File: src/rtl/isr_pkg.sv
package isr_pkg;
   // byte offsets of the word-aligned registers
   localparam logic [7:0] OFS_CTL0 = 8'h00;
   localparam logic [7:0] OFS_CTL1 = 8'h04;
   localparam logic [7:0] OFS_OWN0 = 8'h08;
   localparam logic [7:0] OFS_OWN1 = 8'h0c;
   localparam logic [7:0] OFS_DATA = 8'h10;
   localparam logic [7:0] OFS_STAT0 = 8'h14;
   localparam logic [7:0] OFS_STAT1 = 8'h18;
   // reset values
   localparam logic [15:0] RST_REG = 16'h0000;
   // writable bits per register, reserved bits stay zero
   localparam logic [15:0] MSK_CTL0 = 16'h3ffb;
   localparam logic [15:0] MSK_CTL1 = 16'h1f3f;
   localparam logic [15:0] MSK_OWN0 = 16'h83ff;
   localparam logic [15:0] MSK_OWN1 = 16'h00ff;
   localparam logic [15:0] MSK_ERR = 16'hdf00;
   // control_reg_0 fields
   localparam int C0_EN = 0;
   localparam int C0_SMB = 1;
   localparam int C0_ROLE = 3;
   localparam int C0_ARP = 4;
   localparam int C0_PEC = 5;
   localparam int C0_GC = 6;
   localparam int C0_NOSTR = 7;
   localparam int C0_START = 8;
   localparam int C0_STOP = 9;
   localparam int C0_ACK = 10;
   localparam int C0_POS = 11;
   localparam int C0_PECTX = 12;
   localparam int C0_ALERT = 13;
   localparam int C0_SRST = 15;
   // control_reg_1 fields
   localparam int C1_ERROR_IRQ_ENABLE = 8;
   localparam int C1_EVENT_IRQ_ENABLE = 9;
   localparam int C1_BUFFER_IRQ_ENABLE = 10;
   localparam int C1_DMA = 11;
   localparam int C1_LAST = 12;
   // own address fields
   localparam int A0_W10 = 15;
   localparam int A1_DUAL = 0;
   // status_0 fields
   localparam int S_SB = 0;
   localparam int S_ADD = 1;
   localparam int S_BTC = 2;
   localparam int S_ADD10 = 3;
   localparam int S_STP = 4;
   localparam int S_RX_BUFFER_FULL = 6;
   localparam int S_TBE = 7;
   localparam int S_BUS_ERROR = 8;
   localparam int S_ARB = 9;
   localparam int S_ACK_ERROR = 10;
   localparam int S_OVERRUN_UNDERRUN = 11;
   localparam int S_PEC_MISMATCH = 12;
   localparam int S_TO = 14;
   localparam int S_ALERT = 15;
endpackage

File: src/rtl/isr_regs.sv
module isr_regs (
   // clock and reset
   input wire logic clk,
   input wire logic rst_n,
   // wishbone slave
   input wire logic cyc_i,
   input wire logic stb_i,
   input wire logic we_i,
   input wire logic [7:0] adr_i,
   input wire logic [31:0] dat_i,
   input wire logic [3:0] sel_i,
   output logic [31:0] dat_o,
   output logic ack_o,
   // bus lines, sampled
   input wire logic scl_i,
   input wire logic sda_i,
   // events from the transfer engine
   input wire logic ev_start_sent,
   input wire logic ev_addr_sent,
   input wire logic ev_hdr10_sent,
   input wire logic ev_byte_done,
   input wire logic ev_shift_load,
   input wire logic shift_empty,
   input wire logic ev_rx_load,
   input wire logic [7:0] rx_byte,
   input wire logic [7:0] rx_shift_byte,
   input wire logic ev_pec_done,
   input wire logic ev_pec_mismatch,
   input wire logic ev_timeout,
   input wire logic ev_bus_err,
   input wire logic ev_arb_lost,
   input wire logic ev_ack_err,
   input wire logic ev_ovr_udr,
   input wire logic ev_alert,
   // received address
   input wire logic addr_valid,
   input wire logic addr_is10,
   input wire logic [9:0] addr_in,
   // controls to the engine
   output logic [15:0] ctl0_o,
   output logic [5:0] clk_mhz_o,
   output logic [7:0] tx_byte_o,
   output logic ack_out_o,
   output logic pec_byte_o,
   output logic scl_stretch_o,
   output logic is_master_o,
   output logic addr_match_o,
   output logic second_match_o,
   // alert pin, open drain
   output logic alert_o,
   output logic alert_oe_n,
   // interrupts and dma
   output logic irq_event_o,
   output logic irq_error_o,
   output logic dma_tx_req_o,
   output logic dma_rx_req_o,
   output logic dma_last_o
);
   logic [15:0] ctl0_r, ctl0_nxt, ctl1_r, own0_r, own1_r, stat_r, stat_nxt;
   logic [7:0] data_r;
   logic srst_r, rst, ack_r, stat_rd_r, ack_next_r, pec_next_r, master_r;
   logic [31:0] dat_r;
   logic acc, wr, rd, en;
   logic wr_ctl0, wr_data, rd_data, rd_stat, rd_stat1;
   logic [15:0] wd_ctl0, wd_ctl1, wd_own0, wd_own1, wd_stat;
   logic scl_m, scl_s, sda_m, sda_s, scl_p, sda_p, start_det, stop_det;
   logic irq_ev_r, irq_er_r, dtx_r, drx_r, ackout_r, pecb_r, str_r;
   logic match_r, match2_r, aoe_n_r;

   function automatic logic [15:0] merge(input logic [15:0] old,
      input logic [31:0] nw, input logic [3:0] sel, input logic [15:0] m);
      logic [15:0] v;
      v = old;
      if (sel[0])
      begin
         v[7:0] = nw[7:0];
      end
      if (sel[1])
      begin
         v[15:8] = nw[15:8];
      end
      return v & m;
   endfunction

   // the soft reset bit itself only falls back on the port reset
   assign rst = !rst_n || srst_r;
   assign en = ctl0_r[isr_pkg::C0_EN];
   assign acc = cyc_i && stb_i && !ack_r;
   assign wr = acc && we_i;
   assign rd = acc && !we_i;
   assign wr_ctl0 = wr && adr_i == isr_pkg::OFS_CTL0;
   assign wr_data = wr && adr_i == isr_pkg::OFS_DATA;
   assign rd_data = rd && adr_i == isr_pkg::OFS_DATA;
   assign rd_stat = rd && adr_i == isr_pkg::OFS_STAT0;
   assign rd_stat1 = rd && adr_i == isr_pkg::OFS_STAT1;
   assign wd_ctl0 = merge(ctl0_r, dat_i, sel_i, isr_pkg::MSK_CTL0);
   assign wd_ctl1 = merge(ctl1_r, dat_i, sel_i, isr_pkg::MSK_CTL1);
   assign wd_own0 = merge(own0_r, dat_i, sel_i, isr_pkg::MSK_OWN0);
   assign wd_own1 = merge(own1_r, dat_i, sel_i, isr_pkg::MSK_OWN1);
   assign wd_stat = merge(stat_r, dat_i, sel_i, 16'hffff);

   // bus lines come from another domain: two stages before any use
   always_ff @(posedge clk)
   begin
      if (!rst_n)
      begin
         {scl_m, scl_s, scl_p, sda_m, sda_s, sda_p} <= 6'h3f;
      end
      else
      begin
         scl_m <= scl_i;
         scl_s <= scl_m;
         scl_p <= scl_s;
         sda_m <= sda_i;
         sda_s <= sda_m;
         sda_p <= sda_s;
      end
   end
   assign start_det = en && scl_s && scl_p && sda_p && !sda_s;
   assign stop_det = en && scl_s && scl_p && !sda_p && sda_s;

   // soft reset bit
   always_ff @(posedge clk)
   begin
      if (!rst_n)
      begin
         srst_r <= 1'b0;
      end
      else if (wr_ctl0 && sel_i[1])
      begin
         srst_r <= dat_i[isr_pkg::C0_SRST];
      end
   end

   // control_reg_0 with its hardware side effects
   always_comb
   begin
      ctl0_nxt = wr_ctl0 ? wd_ctl0 : ctl0_r;
      ctl0_nxt[isr_pkg::C0_SRST] = 1'b0;
      if (!ctl0_nxt[isr_pkg::C0_EN])
      begin
         ctl0_nxt[isr_pkg::C0_POS] = 1'b0;
         ctl0_nxt[isr_pkg::C0_ACK] = 1'b0;
         ctl0_nxt[isr_pkg::C0_START] = 1'b0;
         ctl0_nxt[isr_pkg::C0_PECTX] = 1'b0;
         ctl0_nxt[isr_pkg::C0_ALERT] = 1'b0;
      end
      if (ev_pec_done || start_det || stop_det)
      begin
         ctl0_nxt[isr_pkg::C0_PECTX] = 1'b0;
      end
      if (start_det)
      begin
         ctl0_nxt[isr_pkg::C0_START] = 1'b0;
      end
      if (stop_det)
      begin
         ctl0_nxt[isr_pkg::C0_STOP] = 1'b0;
      end
      if (ev_timeout && en)
      begin
         ctl0_nxt[isr_pkg::C0_STOP] = 1'b1;
      end
   end

   always_ff @(posedge clk)
   begin
      if (rst)
      begin
         ctl0_r <= isr_pkg::RST_REG;
      end
      else
      begin
         ctl0_r <= ctl0_nxt;
      end
   end

   // plain configuration registers
   always_ff @(posedge clk)
   begin
      if (rst)
      begin
         ctl1_r <= isr_pkg::RST_REG;
         own0_r <= isr_pkg::RST_REG;
         own1_r <= isr_pkg::RST_REG;
      end
      else if (wr)
      begin
         if (adr_i == isr_pkg::OFS_CTL1)
         begin
            ctl1_r <= wd_ctl1;
         end
         if (adr_i == isr_pkg::OFS_OWN0)
         begin
            own0_r <= wd_own0;
         end
         if (adr_i == isr_pkg::OFS_OWN1)
         begin
            own1_r <= wd_own1;
         end
      end
   end

   // data buffer; a read under byte done pulls the shift byte in at once
   always_ff @(posedge clk)
   begin
      if (rst)
      begin
         data_r <= 8'h00;
      end
      else if (wr_data && sel_i[0])
      begin
         data_r <= dat_i[7:0];
      end
      else if (ev_rx_load)
      begin
         data_r <= rx_byte;
      end
      else if (rd_data && stat_r[isr_pkg::S_BTC])
      begin
         data_r <= rx_shift_byte;
      end
   end

   // status read arms the two-step clears; the next access consumes it
   always_ff @(posedge clk)
   begin
      if (rst)
      begin
         stat_rd_r <= 1'b0;
      end
      else if (acc)
      begin
         stat_rd_r <= rd_stat;
      end
   end

   // status_0: every hardware set wins over a clear in the same cycle
   always_comb
   begin
      stat_nxt = stat_r;
      if (stat_rd_r && wr_data)
      begin
         stat_nxt[isr_pkg::S_SB] = 1'b0;
         stat_nxt[isr_pkg::S_ADD10] = 1'b0;
      end
      if (stat_rd_r && rd_stat1)
      begin
         stat_nxt[isr_pkg::S_ADD] = 1'b0;
      end
      if ((stat_rd_r && (wr_data || rd_data)) || start_det || stop_det || !en)
      begin
         stat_nxt[isr_pkg::S_BTC] = 1'b0;
      end
      if (stat_rd_r && wr_ctl0)
      begin
         stat_nxt[isr_pkg::S_STP] = 1'b0;
      end
      if (wr_data && !shift_empty)
      begin
         stat_nxt[isr_pkg::S_TBE] = 1'b0;
      end
      if (rd_data && !stat_r[isr_pkg::S_BTC])
      begin
         stat_nxt[isr_pkg::S_RX_BUFFER_FULL] = 1'b0;
      end
      if (wr && adr_i == isr_pkg::OFS_STAT0)
      begin
         stat_nxt = stat_nxt & (wd_stat | ~isr_pkg::MSK_ERR);
      end
      stat_nxt[isr_pkg::S_SB] |= ev_start_sent;
      stat_nxt[isr_pkg::S_ADD10] |= ev_hdr10_sent;
      stat_nxt[isr_pkg::S_ADD] |= ev_addr_sent || match_r;
      stat_nxt[isr_pkg::S_BTC] |= ev_byte_done
         && (master_r || !ctl0_r[isr_pkg::C0_NOSTR]);
      stat_nxt[isr_pkg::S_STP] |= stop_det && !master_r;
      stat_nxt[isr_pkg::S_TBE] |= ev_shift_load;
      stat_nxt[isr_pkg::S_RX_BUFFER_FULL] |= ev_rx_load;
      stat_nxt[isr_pkg::S_BUS_ERROR] |= ev_bus_err;
      stat_nxt[isr_pkg::S_ARB] |= ev_arb_lost;
      stat_nxt[isr_pkg::S_ACK_ERROR] |= ev_ack_err;
      stat_nxt[isr_pkg::S_OVERRUN_UNDERRUN] |= ev_ovr_udr;
      stat_nxt[isr_pkg::S_PEC_MISMATCH] |= ev_pec_mismatch;
      stat_nxt[isr_pkg::S_TO] |= ev_timeout;
      stat_nxt[isr_pkg::S_ALERT] |= ev_alert;
   end

   always_ff @(posedge clk)
   begin
      if (rst)
      begin
         stat_r <= isr_pkg::RST_REG;
      end
      else
      begin
         stat_r <= stat_nxt;
      end
   end

   // master flag: losing arbitration drops straight back to slave
   always_ff @(posedge clk)
   begin
      if (rst || !en)
      begin
         master_r <= 1'b0;
      end
      else if (ev_arb_lost || stop_det)
      begin
         master_r <= 1'b0;
      end
      else if (ev_start_sent)
      begin
         master_r <= 1'b1;
      end
   end

   // ack and pec choice latched for the next byte when position is set
   always_ff @(posedge clk)
   begin
      if (rst)
      begin
         ack_next_r <= 1'b0;
         pec_next_r <= 1'b0;
      end
      else if (ev_rx_load)
      begin
         ack_next_r <= ctl0_r[isr_pkg::C0_ACK];
         pec_next_r <= ctl0_r[isr_pkg::C0_PECTX];
      end
   end

   // own address compare, general call and second address
   always_ff @(posedge clk)
   begin
      if (rst)
      begin
         match_r <= 1'b0;
         match2_r <= 1'b0;
      end
      else
      begin
         match_r <= addr_valid && en && (addr_is10
            ? (own0_r[isr_pkg::A0_W10] && addr_in == own0_r[9:0])
            : ((!own0_r[isr_pkg::A0_W10] && addr_in[7:1] == own0_r[7:1])
            || (own1_r[isr_pkg::A1_DUAL] && addr_in[7:1] == own1_r[7:1])
            || (ctl0_r[isr_pkg::C0_GC] && addr_in[7:1] == 7'h00)));
         match2_r <= addr_valid && en && !addr_is10
            && own1_r[isr_pkg::A1_DUAL] && addr_in[7:1] == own1_r[7:1];
      end
   end

   // registered outputs toward the engine, pins, interrupts and dma
   always_ff @(posedge clk)
   begin
      if (rst)
      begin
         {ackout_r, pecb_r, str_r, irq_ev_r, irq_er_r, dtx_r, drx_r} <= 7'h00;
         aoe_n_r <= 1'b1;
      end
      else
      begin
         ackout_r <= (ctl0_r[isr_pkg::C0_POS] ? ack_next_r
            : ctl0_r[isr_pkg::C0_ACK]) && !stat_r[isr_pkg::S_PEC_MISMATCH];
         pecb_r <= ctl0_r[isr_pkg::C0_POS] ? pec_next_r
            : ctl0_r[isr_pkg::C0_PECTX];
         str_r <= master_r || !ctl0_r[isr_pkg::C0_NOSTR];
         aoe_n_r <= !ctl0_r[isr_pkg::C0_ALERT];
         irq_ev_r <= ctl1_r[isr_pkg::C1_EVENT_IRQ_ENABLE] && ((|stat_r[4:0])
            || (ctl1_r[isr_pkg::C1_BUFFER_IRQ_ENABLE] && (|stat_r[7:6])));
         irq_er_r <= ctl1_r[isr_pkg::C1_ERROR_IRQ_ENABLE]
            && (|(stat_r & isr_pkg::MSK_ERR));
         dtx_r <= ctl1_r[isr_pkg::C1_DMA] && stat_r[isr_pkg::S_TBE];
         drx_r <= ctl1_r[isr_pkg::C1_DMA] && stat_r[isr_pkg::S_RX_BUFFER_FULL];
      end
   end

   // wishbone answer one cycle after the request, unmapped reads zero
   always_ff @(posedge clk)
   begin
      if (!rst_n)
      begin
         ack_r <= 1'b0;
         dat_r <= 32'h0000_0000;
      end
      else
      begin
         ack_r <= acc;
         unique case (adr_i)
            isr_pkg::OFS_CTL0: dat_r <= {16'h0000, srst_r, ctl0_r[14:0]};
            isr_pkg::OFS_CTL1: dat_r <= {16'h0000, ctl1_r};
            isr_pkg::OFS_OWN0: dat_r <= {16'h0000, own0_r};
            isr_pkg::OFS_OWN1: dat_r <= {16'h0000, own1_r};
            isr_pkg::OFS_DATA: dat_r <= {24'h00_0000, data_r};
            isr_pkg::OFS_STAT0: dat_r <= {16'h0000, stat_r};
            default: dat_r <= 32'h0000_0000;
         endcase
      end
   end

   assign dat_o = dat_r;
   assign ack_o = ack_r;
   assign ctl0_o = ctl0_r;
   assign clk_mhz_o = ctl1_r[5:0];
   assign tx_byte_o = data_r;
   assign ack_out_o = ackout_r;
   assign pec_byte_o = pecb_r;
   assign scl_stretch_o = str_r;
   assign is_master_o = master_r;
   assign addr_match_o = match_r;
   assign second_match_o = match2_r;
   assign alert_o = 1'b0;
   assign alert_oe_n = aoe_n_r;
   assign irq_event_o = irq_ev_r;
   assign irq_error_o = irq_er_r;
   assign dma_tx_req_o = dtx_r;
   assign dma_rx_req_o = drx_r;
   assign dma_last_o = ctl1_r[isr_pkg::C1_LAST];
endmodule

File: config.mk
export PLATFORM = sky130hd
export DESIGN_NAME = isr_regs
export DESIGN_NICKNAME = d
export VERILOG_FILES = /design/src/rtl/isr_pkg.sv /design/src/rtl/isr_regs.sv
export SDC_FILE = /design/constraint.sdc
export NUM_CORES = 1
export LEC_CHECK = 0
export ABC_AREA = 1
export BUFFER_PORTS_ARGS = -buffer_cell sky130_fd_sc_hd__buf_2
export CAP_MARGIN = 20
export CORE_MARGIN = 5
export CORE_UTILIZATION = 46
export CTS_CLUSTER_SIZE = 25
export DETAILED_ROUTE_END_ITERATION = 8
export PLACE_DENSITY = 0.77
export SLEW_MARGIN = 0
export SYNTH_ARGS = -nofsm -noshare
export SYNTH_HDL_FRONTEND = slang
export SYNTH_SLANG_ARGS = --single-unit
File: constraint.sdc
create_clock -name clk -period 1.4 [get_ports clk]
set_clock_uncertainty 0.15 [all_clocks]
set_input_delay 0.21 -clock clk [delete_from_list [all_inputs] [get_ports clk]]
set_output_delay 0.21 -clock clk [all_outputs]
set_load 0.05 [all_outputs]
==> impl_metrics.yaml, run 1 <==
synthesis:
  synth.distinct_cells: 39
  syn_area_per_cell_um2: 7.01
  synth-seq-cells: 103
  netlist_top_cells_area: "dfxtp_1 (41%), nand2_1 (13%), nor2_1 (6.8%), inv_1 (6.4%), o21ai_0 (6.0%)"
  ys.flop_type: "dfxtp_1"
  synth_top_cell_area_share: 0.411
  synth-async-reset-ratio: 0
  yosysSeqAreaShare: 0.411
  synth_edf_count: 0
  synth_top_area_cell: "dfxtp_1"
  synthCells: 716
  syn_area_um2: 5020
  yosys_warnings: 0
clock_tree:
  cts_sinks: 103
  cts_buffers: 9
  clk_path_buf_depth: 2
  htreeDepth: 3
  cts_tree: "yes"
  clock_latency_ps: 370
  clk_pin_slew_ps: 100
  root_buffer: "clkbuf_8"
routing:
  antenna_left: 0
  drtIter0Drc: 477
  wl_per_cell_um: 15.4
  drc: 0
  vias_per_cell: 5.05
  dr_total_vias: 5384
  drt_pass1_iterations: 5
  drt-total-wl_um: 16500
timing:
  drv_slew: 0
  finalWorstSetupSlack_ps: -165
  rsz0062_at_grt: "yes"
  hold_ws_ps: -9.27
  period_share: 1.12
  max_freq_mhz: 639
  hold_viol: 1
  final-setup-viol-count: 57
  period_minus_slack_ps: 1560
placement:
  dpl.hpwl_um: 12000
  dp_slack_ps: -236
  dpl-instance-area_um2: 6130
  port_buffers: 131
  gp_congestion: 0.927
critical_path:
  cp_max_fo: 8
  crit_buf_inv: 4
  worstSetupPathType: "reg -> reg"
  cp.required_ps: 1530
  crit_chain: "inv_4, nand4_4, buf_12, nor2_4, buf_6, nand2_8, buf_4, o21ai_2, nor2_1"
  crit_path_end_kind: "flop"
  cp_slowest_cell: "dfxtp_4"
  critPathArrivalTime_ps: 1690
  cp-start-kind: "flop"
  cpPeakStageDelay_ps: 360
  path_delay_family: "buffers and inverters"
power:
  p_leak_nw: 3.35
  p_sw_mw: 1.69
  finalPower_mw: 5.73
  pwr-share-comb: 0.156
  power.share.switching: 0.296
  power_frac_seq: 0.529
  p_clk_frac: 0.315
  ir_drop_mv: 0.474
  p_int_mw: 4.04
  power.density_nw_per_um2: 813
cells_and_area:
  drive_above_1_share: 0.337
  multiInputGateArea_um2: 2660
  final_core_util: 0.656
  finalInstanceArea_um2: 7050
  area.growth.synth_to_final_pct: 40.5
  antenna_cells: 0
  ff_latch_area_um2: 2080
  fillCellCount: 923
  nNetsFinal: 1016
global_routing:
  globalRouteMet2Util: 0.389
  first_global_vias: 5097
  grt_max_degree: 19
  antenna_found_initial: 0
  track_usage: 0.241
  grt_util_met1: 0.323
  grt.busiest_layer: "met2"
  grtUsageMet3: 0.0354
  grt_pass1_wl_um: 25000
  gr-total-overflow: 0
min_path:
  worst_hold_path_type: "in -> reg"
die:
  core_area_um2: 10700
  start_util: 0.467
  rows: 38
  fp.dieArea_um2: 13100
  ios: 170
  chipHeight_um: 114
  die_w_um: 114
outcome:
  violations: "negative hold slack, negative setup slack"
  status: "finished, violations left"
flow_run:
  maxCapViolCount: 0
==> stage by stage <==
step	cells	setup TNS (ps)
global route	1067	-8850
detailed placement	1014	-11180
CTS	1064	-2350
floorplan	735	-1480
global placement	1014	-9280
finish	1067	-4920
==> area by class of cell <==
class                           instances  area share
Clock inverter                          6     0.00728
Sequential cell                       103       0.295
Timing Repair Buffer                  219       0.223
Inverter                               93      0.0527
Clock buffer                           10      0.0195
Timing Repair inverter                  1    0.000533
Multi-Input combinational cell        495       0.377
Tap cell                              140      0.0249
==> repair_timing <==
action,4_1_cts,5_1_grt
pin swaps,9,7
buffers inserted,5,3
gates cloned,4,0
setup endpoints to repair,59,78
resized for setup,50,80
hold endpoints to repair,27,0
hold buffers,26,0
==> cell usage in the layout, fill, tap and decap left out, drive strengths merged <==
cell / count
or2: 6
a311oi: 1
nor3: 7
a2111oi: 2
o211ai: 3
nor4: 3
dfxtp: 103
clkinv: 4
inv: 96
conb: 20
nor2: 101
o21ai: 69
a21boi: 1
xor2: 1
clkbuf: 15
dlygate4sd3: 26
xnor2: 7
o21bai: 3
nand3b: 1
a21oi: 50
buf: 188
o22ai: 1
nand2b: 1
nand4: 13
nand2: 176
nand3: 29
==> sequential cells by signal, indices dropped and copies added (netlist names), 8 cells and up <==
signal	flops
own1_r	8
stat_r	14
tx_byte_o	8
ctl0_o	13
dat_o	16
own0_r	11
ctl1_r	11
==> power groups by stage <==
stage / combinational [mW] / clock [mW] / sequential [mW]
global placement: 0.749 / 0 / 3.09
detailed placement: 0.758 / 0 / 3.10
finish: 0.893 / 1.80 / 3.03
global route: 0.966 / 1.94 / 3.04
floorplan: 0.449 / 0 / 3.15
CTS: 0.840 / 1.81 / 3.03
==> worst register-to-register path, cell delays in order, from the launching register on <==
cell and delay (ps):
dfxtp_4 360, inv_4 60, nand4_4 110, buf_12 160, nor2_4 100, buf_6 150, nand2_8 90, buf_4 150
o21ai_2 110, nor2_1 40
==> routing by layer <==
metal | vias up | share of wire
met3 | 42 | 0.091
met4 | 0 | 0.029
met2 | 313 | 0.47
met5 | - | 0
met1 | 2384 | 0.41
li1 | 2645 | -
==> cell families after synthesis <==
group | after synthesis | share of synthesized area
AND/OR/NAND/NOR | 335 | 0.298
other | 1 | 0.000747
buffers and inverters | 139 | 0.136
AO/OA/AOI/OAI | 130 | 0.141
flip-flops | 103 | 0.411
XOR/XNOR | 8 | 0.0140
==> cells in the mapped netlist, drive strengths merged, types with 2 or more instances <==
library cell,number
dfxtp,103
nand3,28
a21oi,50
clkbuf,3
a2111oi,2
nand2,175
o21ai,69
nor3,7
inv,93
nor2,101
nor4,3
xnor2,7
o21bai,3
o211ai,3
nand4,13
or2,6
buf,43
==> worst paths after layout <==
kind,startpoint,to,slack [ps],cells past startpoint
max,ack_o$_SDFF_PN0_,srst_r$_SDFFE_PN0P_,-160,9
max reg2reg,ack_o$_SDFF_PN0_,srst_r$_SDFFE_PN0P_,-160,9
min reg2reg,sda_m$_SDFF_PN1_,sda_s$_SDFF_PN1_,280,1
min,dat_i[12],ctl1_r[12]$_SDFFE_PP0P_,-9,3
Power figures use the tool's default switching activity.
==> run 2, diff against run 1 <==
--- a/config.mk
+++ b/config.mk
@@ -12,6 +12,7 @@
 export CORE_UTILIZATION = 46
 export CTS_CLUSTER_SIZE = 25
 export DETAILED_ROUTE_END_ITERATION = 8
+export HOLD_SLACK_MARGIN = 0.03
 export PLACE_DENSITY = 0.77
 export SLEW_MARGIN = 0
 export SYNTH_ARGS = -nofsm -noshare
==> run 2 against run 1 <==
The flow finishes with violations (negative setup slack); setup slack improved by 1.7 ps; cell area did not move; die area is the same; critical path depth stayed put; global-route usage rose by 0.32 points; power is 0.59% higher; worst hold slack improved by 39 ps; register-to-register slack about the same; cell count up 0.47%.
==> impl_metrics.yaml, run 2 (synthesized netlist as in run 1, its figures left out) <==
outcome:
  status: "finished, violations left"
  violations: "negative setup slack"
min_path:
  worst_hold_path_type: "in -> reg"
timing:
  hold_viol: 0
  period_share: 1.12
  hold_ws_ps: 29.9
  finalWorstSetupSlack_ps: -163
  drv_slew: 0
  final-setup-viol-count: 57
  rsz0062_at_grt: "yes"
  max_freq_mhz: 640
  period_minus_slack_ps: 1560
routing:
  drtIter0Drc: 468
  drt_pass1_iterations: 8
  drc: 0
  dr_total_vias: 5432
  vias_per_cell: 5.07
  antenna_left: 0
  drt-total-wl_um: 16700
  wl_per_cell_um: 15.5
global_routing:
  grt_pass1_wl_um: 25400
  grt_max_degree: 19
  track_usage: 0.244
  first_global_vias: 5204
  gr-total-overflow: 0
  antenna_found_initial: 0
critical_path:
  critPathArrivalTime_ps: 1700
  cp_slowest_cell: "dfxtp_4"
  cp.required_ps: 1530
  cpPeakStageDelay_ps: 360
  cp-start-kind: "flop"
  worstSetupPathType: "reg -> reg"
  path_delay_family: "simple AND/OR/NAND/NOR gates"
  crit_chain: "inv_4, nand4_4, buf_4, nor2_4, nand2_2, nor2_1, o21bai_1, nand2_1, inv_1"
  crit_buf_inv: 3
  crit_path_end_kind: "flop"
  cp_max_fo: 7
die:
  core_area_um2: 10700
  ios: 170
  die_w_um: 114
  rows: 38
  fp.dieArea_um2: 13100
  start_util: 0.467
  chipHeight_um: 114
clock_tree:
  htreeDepth: 3
  cts_sinks: 103
  cts_buffers: 9
  clk_pin_slew_ps: 100
  clock_latency_ps: 370
  root_buffer: "clkbuf_8"
  cts_tree: "yes"
  clk_path_buf_depth: 2
cells_and_area:
  largest_reg_flops: 16
  mostFrequentLayoutCells: "nand2_1 (158), buf_2 (107), dfxtp_1 (96), nor2_1 (89), inv_1 (82)"
  area.growth.synth_to_final_pct: 40.5
  antenna_cells: 0
  fillCellCount: 926
  drive_above_1_share: 0.321
  final_core_util: 0.656
  nNetsFinal: 1021
  final_common_cell: "nand2_1"
  finalInstanceArea_um2: 7050
flow_run:
  maxCapViolCount: 0
placement:
  dpl-instance-area_um2: 6130
  dp_slack_ps: -236
  gp_congestion: 0.927
  port_buffers: 131
  dpl.hpwl_um: 12000
power:
  p_leak_nw: 3.37
  power.density_nw_per_um2: 818
  finalPower_mw: 5.76
  ir_drop_mv: 0.470
run 2: cell count changes in the layout (fill, tap and decap cells not counted), sizes merged:
cell         previous run  this run
buf                   188       186
dlygate4sd3            26        33
run 2: metrics by stage:
stage          std cells  TNS [ps]
2_1_floorplan        735     -1480
3_3_place_gp        1014     -9280
3_5_place_dp        1014    -11180
4_1_cts             1071     -2350
5_1_grt             1072     -8780
6_report            1072     -4430
run 2: cell type report:
type | instances | area (um^2) | area share
well taps | 140 | 175 | 0.0249
repair buffers | 224 | 1610 | 0.229
multi-input cells | 495 | 2630 | 0.373
inverters | 93 | 367 | 0.0520
clock inverters | 6 | 51.3 | 0.00728
clock buffers | 10 | 138 | 0.0195
flip-flops and latches | 103 | 2080 | 0.295
repair inverters | 1 | 3.75 | 0.000533
run 2: worst register-to-register path: cells and delay by family (launching register included):
kind	cells	cell delay [ps]
AO/OA/AOI/OAI	1	110
buffers and inverters	3	270
flip-flops	1	360
AND/OR/NAND/NOR	5	580
run 2: report_power, final:
group | switching [mW] | total [mW] | internal, mW | leakage [nW]
clock network | 1.10 | 1.82 | 0.722 | 0.0987
registers | 0.0513 | 3.03 | 2.98 | 0.842
logic | 0.565 | 0.908 | 0.344 | 2.43
total | 1.72 | 5.76 | 4.05 | 3.37
run 2: worst paths after layout:
path / from / endpoint / slack (ps) / cells past startpoint
setup / recovery: ack_o$_SDFF_PN0_ / stat_r[8]$_SDFF_PP0_ / -160 / 9
setup reg to reg: ack_o$_SDFF_PN0_ / stat_r[8]$_SDFF_PP0_ / -160 / 9
hold / removal: ev_rx_load / pec_next_r$_SDFFE_PP0P_ / 30 / 3
hold reg to reg: sda_m$_SDFF_PN1_ / sda_s$_SDFF_PN1_ / 280 / 1
run 2: routing by layer:
layer | vias to the layer above | global-route usage | share of wire
li1 | 2657 | - | -
met1 | 2428 | 0.323 | 0.41
met2 | 283 | 0.388 | 0.46
met3 | 64 | 0.0428 | 0.087
met4 | 0 | 0.112 | 0.039
met5 | - | 0 | 0
run 2: what timing repair did:
action / in CTS / in global routing
hold buffers: 33 / 0
pin swaps: 9 / 4
buffers inserted: 5 / 1
hold endpoints to repair: 45 / 0
setup endpoints to repair: 59 / 78
cloned: 4 / 0
resized for setup: 50 / 64
==> run 3, diff against run 2 <==
--- a/config.mk
+++ b/config.mk
@@ -14,6 +14,7 @@
 export DETAILED_ROUTE_END_ITERATION = 8
 export HOLD_SLACK_MARGIN = 0.03
 export PLACE_DENSITY = 0.77
+export REMOVE_ABC_BUFFERS = 1
 export SLEW_MARGIN = 0
 export SYNTH_ARGS = -nofsm -noshare
 export SYNTH_HDL_FRONTEND = slang
==> run 3 against run 2 <==
The run still ends with negative setup slack left; sequential power is essentially flat; critical endpoint is now own1_r[5]$_SDFFE_PP0P_; sequential share of layout area shrank 0.95 points; largest cell class unchanged; cell area grew 3.4%; largest power group unchanged; cell count grew 0.75%; register-to-register slack is essentially flat; combinational power grew 2.6%; highest routed layer is now met5; first-iteration DRC count grew 0.21%; die area is the same; count of clock-buffer cells in the layout is the same; fmax grew 0.16%; setup slack gained 2.4 ps.
==> impl_metrics.yaml, run 3 (synthesized netlist as in run 1, its figures left out) <==
outcome:
  status: "finished, violations left"
  violations: "negative setup slack"
global_routing:
  antenna_found_initial: 1
  gr-total-overflow: 0
  grt_pass1_wl_um: 25600
  track_usage: 0.245
  grt_max_degree: 37
  first_global_vias: 5336
cells_and_area:
  antenna_cells: 0
  drive_above_1_share: 0.351
  multiInputGateArea_um2: 2720
  ff_latch_area_um2: 2080
  fillCellCount: 855
  final_common_cell: "nand2_1"
  final_core_util: 0.678
  largest_reg_flops: 16
  nNetsFinal: 1029
  mostFrequentLayoutCells: "nand2_1 (161), buf_2 (101), dfxtp_1 (93), nor2_1 (86), inv_1 (82)"
  area.growth.synth_to_final_pct: 45.3
die:
  fp.dieArea_um2: 13100
  start_util: 0.467
  core_area_um2: 10700
  die_w_um: 114
  ios: 170
  chipHeight_um: 114
  rows: 38
timing:
  period_minus_slack_ps: 1560
  drv_slew: 0
  finalWorstSetupSlack_ps: -161
  max_freq_mhz: 641
  hold_viol: 0
  rsz0062_at_grt: "yes"
  finalSetupTns_ps: -4840
  period_share: 1.11
  final-setup-viol-count: 58
flow_run:
  maxCapViolCount: 0
clock_tree:
  clk_pin_slew_ps: 110
  clk_path_buf_depth: 2
  clock_latency_ps: 390
  cts_sinks: 103
  cts_buffers: 9
  cts_tree: "yes"
  root_buffer: "clkbuf_8"
  htreeDepth: 3
power:
  power.density_nw_per_um2: 844
  ir_drop_mv: 0.765
  p_leak_nw: 3.44
critical_path:
  critPathArrivalTime_ps: 1690
  cp.required_ps: 1530
  cp_max_fo: 16
  cp-start-kind: "flop"
  worstSetupPathType: "reg -> reg"
  crit_path_end_kind: "flop"
placement:
  gp_congestion: 0.934
  dpl.hpwl_um: 11800
  port_buffers: 131
routing:
  drt_pass1_iterations: 5
  drt-total-wl_um: 17600
  drc: 0
  wl_per_cell_um: 16.3
  drtIter0Drc: 469
  dr_total_vias: 5618
  antenna_left: 0
  vias_per_cell: 5.20
min_path:
  worst_hold_path_type: "in -> reg"
==> run 3: power by group <==
| group | total, mW | internal [mW] | switching (mW) | leakage, nW |
|---|---|---|---|---|
| combinational | 0.932 | 0.353 | 0.579 | 2.48 |
| sequential | 3.03 | 2.98 | 0.0448 | 0.843 |
| clock | 2.19 | 1.07 | 1.13 | 0.109 |
==> run 3: final timing paths <==
check	from	end	slack, ps	cells past startpoint
worst min register to register	sda_m$_SDFF_PN1_	sda_s$_SDFF_PN1_	260	1
worst max-delay path	ack_o$_SDFF_PN0_	own1_r[5]$_SDFFE_PP0P_	-160	8
worst min-delay path	rst_n	own0_r[8]$_SDFFE_PP0P_	50	5
worst max register to register	ack_o$_SDFF_PN0_	own1_r[5]$_SDFFE_PP0P_	-160	8
==> run 3: area by class of cell <==
cell class	count	share of cell area
Multi-Input combinational cell	495	0.373
Tap cell	140	0.0240
Clock buffer	10	0.0189
Inverter	93	0.0520
Sequential cell	103	0.285
Clock inverter	6	0.0127
Timing Repair Buffer	232	0.234
Timing Repair inverter	1	0.00103
==> run 3: what timing repair did <==
action / 4_1_cts / 5_1_grt
pin swaps: 13 / 18
cloned: 3 / 0
setup endpoints to repair: 79 / 88
hold buffers: 34 / 0
resized for setup: 98 / 98
buffers inserted: 4 / 9
endpoints found under the hold margin: 48 / 0
==> run 3: critical path, stage by stage (launching register included) <==
cell	delay (ps)
dfxtp_2	340
inv_2	70
nand4_4	120
nor2_4	130
buf_12	140
nand3_2	80
buf_6	170
o21ai_0	180
a21oi_1	60
==> run 3: routing by layer <==
metal / part of all wire / track usage / vias to the layer above
met5: 0.00063 / 0 / -
met4: 0.025 / 0.0657 / 2
met3: 0.10 / 0.0687 / 48
met2: 0.49 / 0.423 / 303
met1: 0.38 / 0.299 / 2598
li1: - / - / 2667
==> run 3: through the flow <==
stage | hold WS, ps | worst slack, ps | cells | cell area (um^2) | total power [mW]
floorplan | 129 | -1290 | 689 | 4760 | 3.53
global route | 54.3 | -299 | 1080 | 7290 | 6.33
global placement | 248 | -251 | 1014 | 6020 | 3.83
CTS | 26.2 | -101 | 1071 | 6900 | 6.05
finish | 45.5 | -161 | 1080 | 7290 | 6.15
detailed placement | 251 | -268 | 1014 | 6020 | 3.84
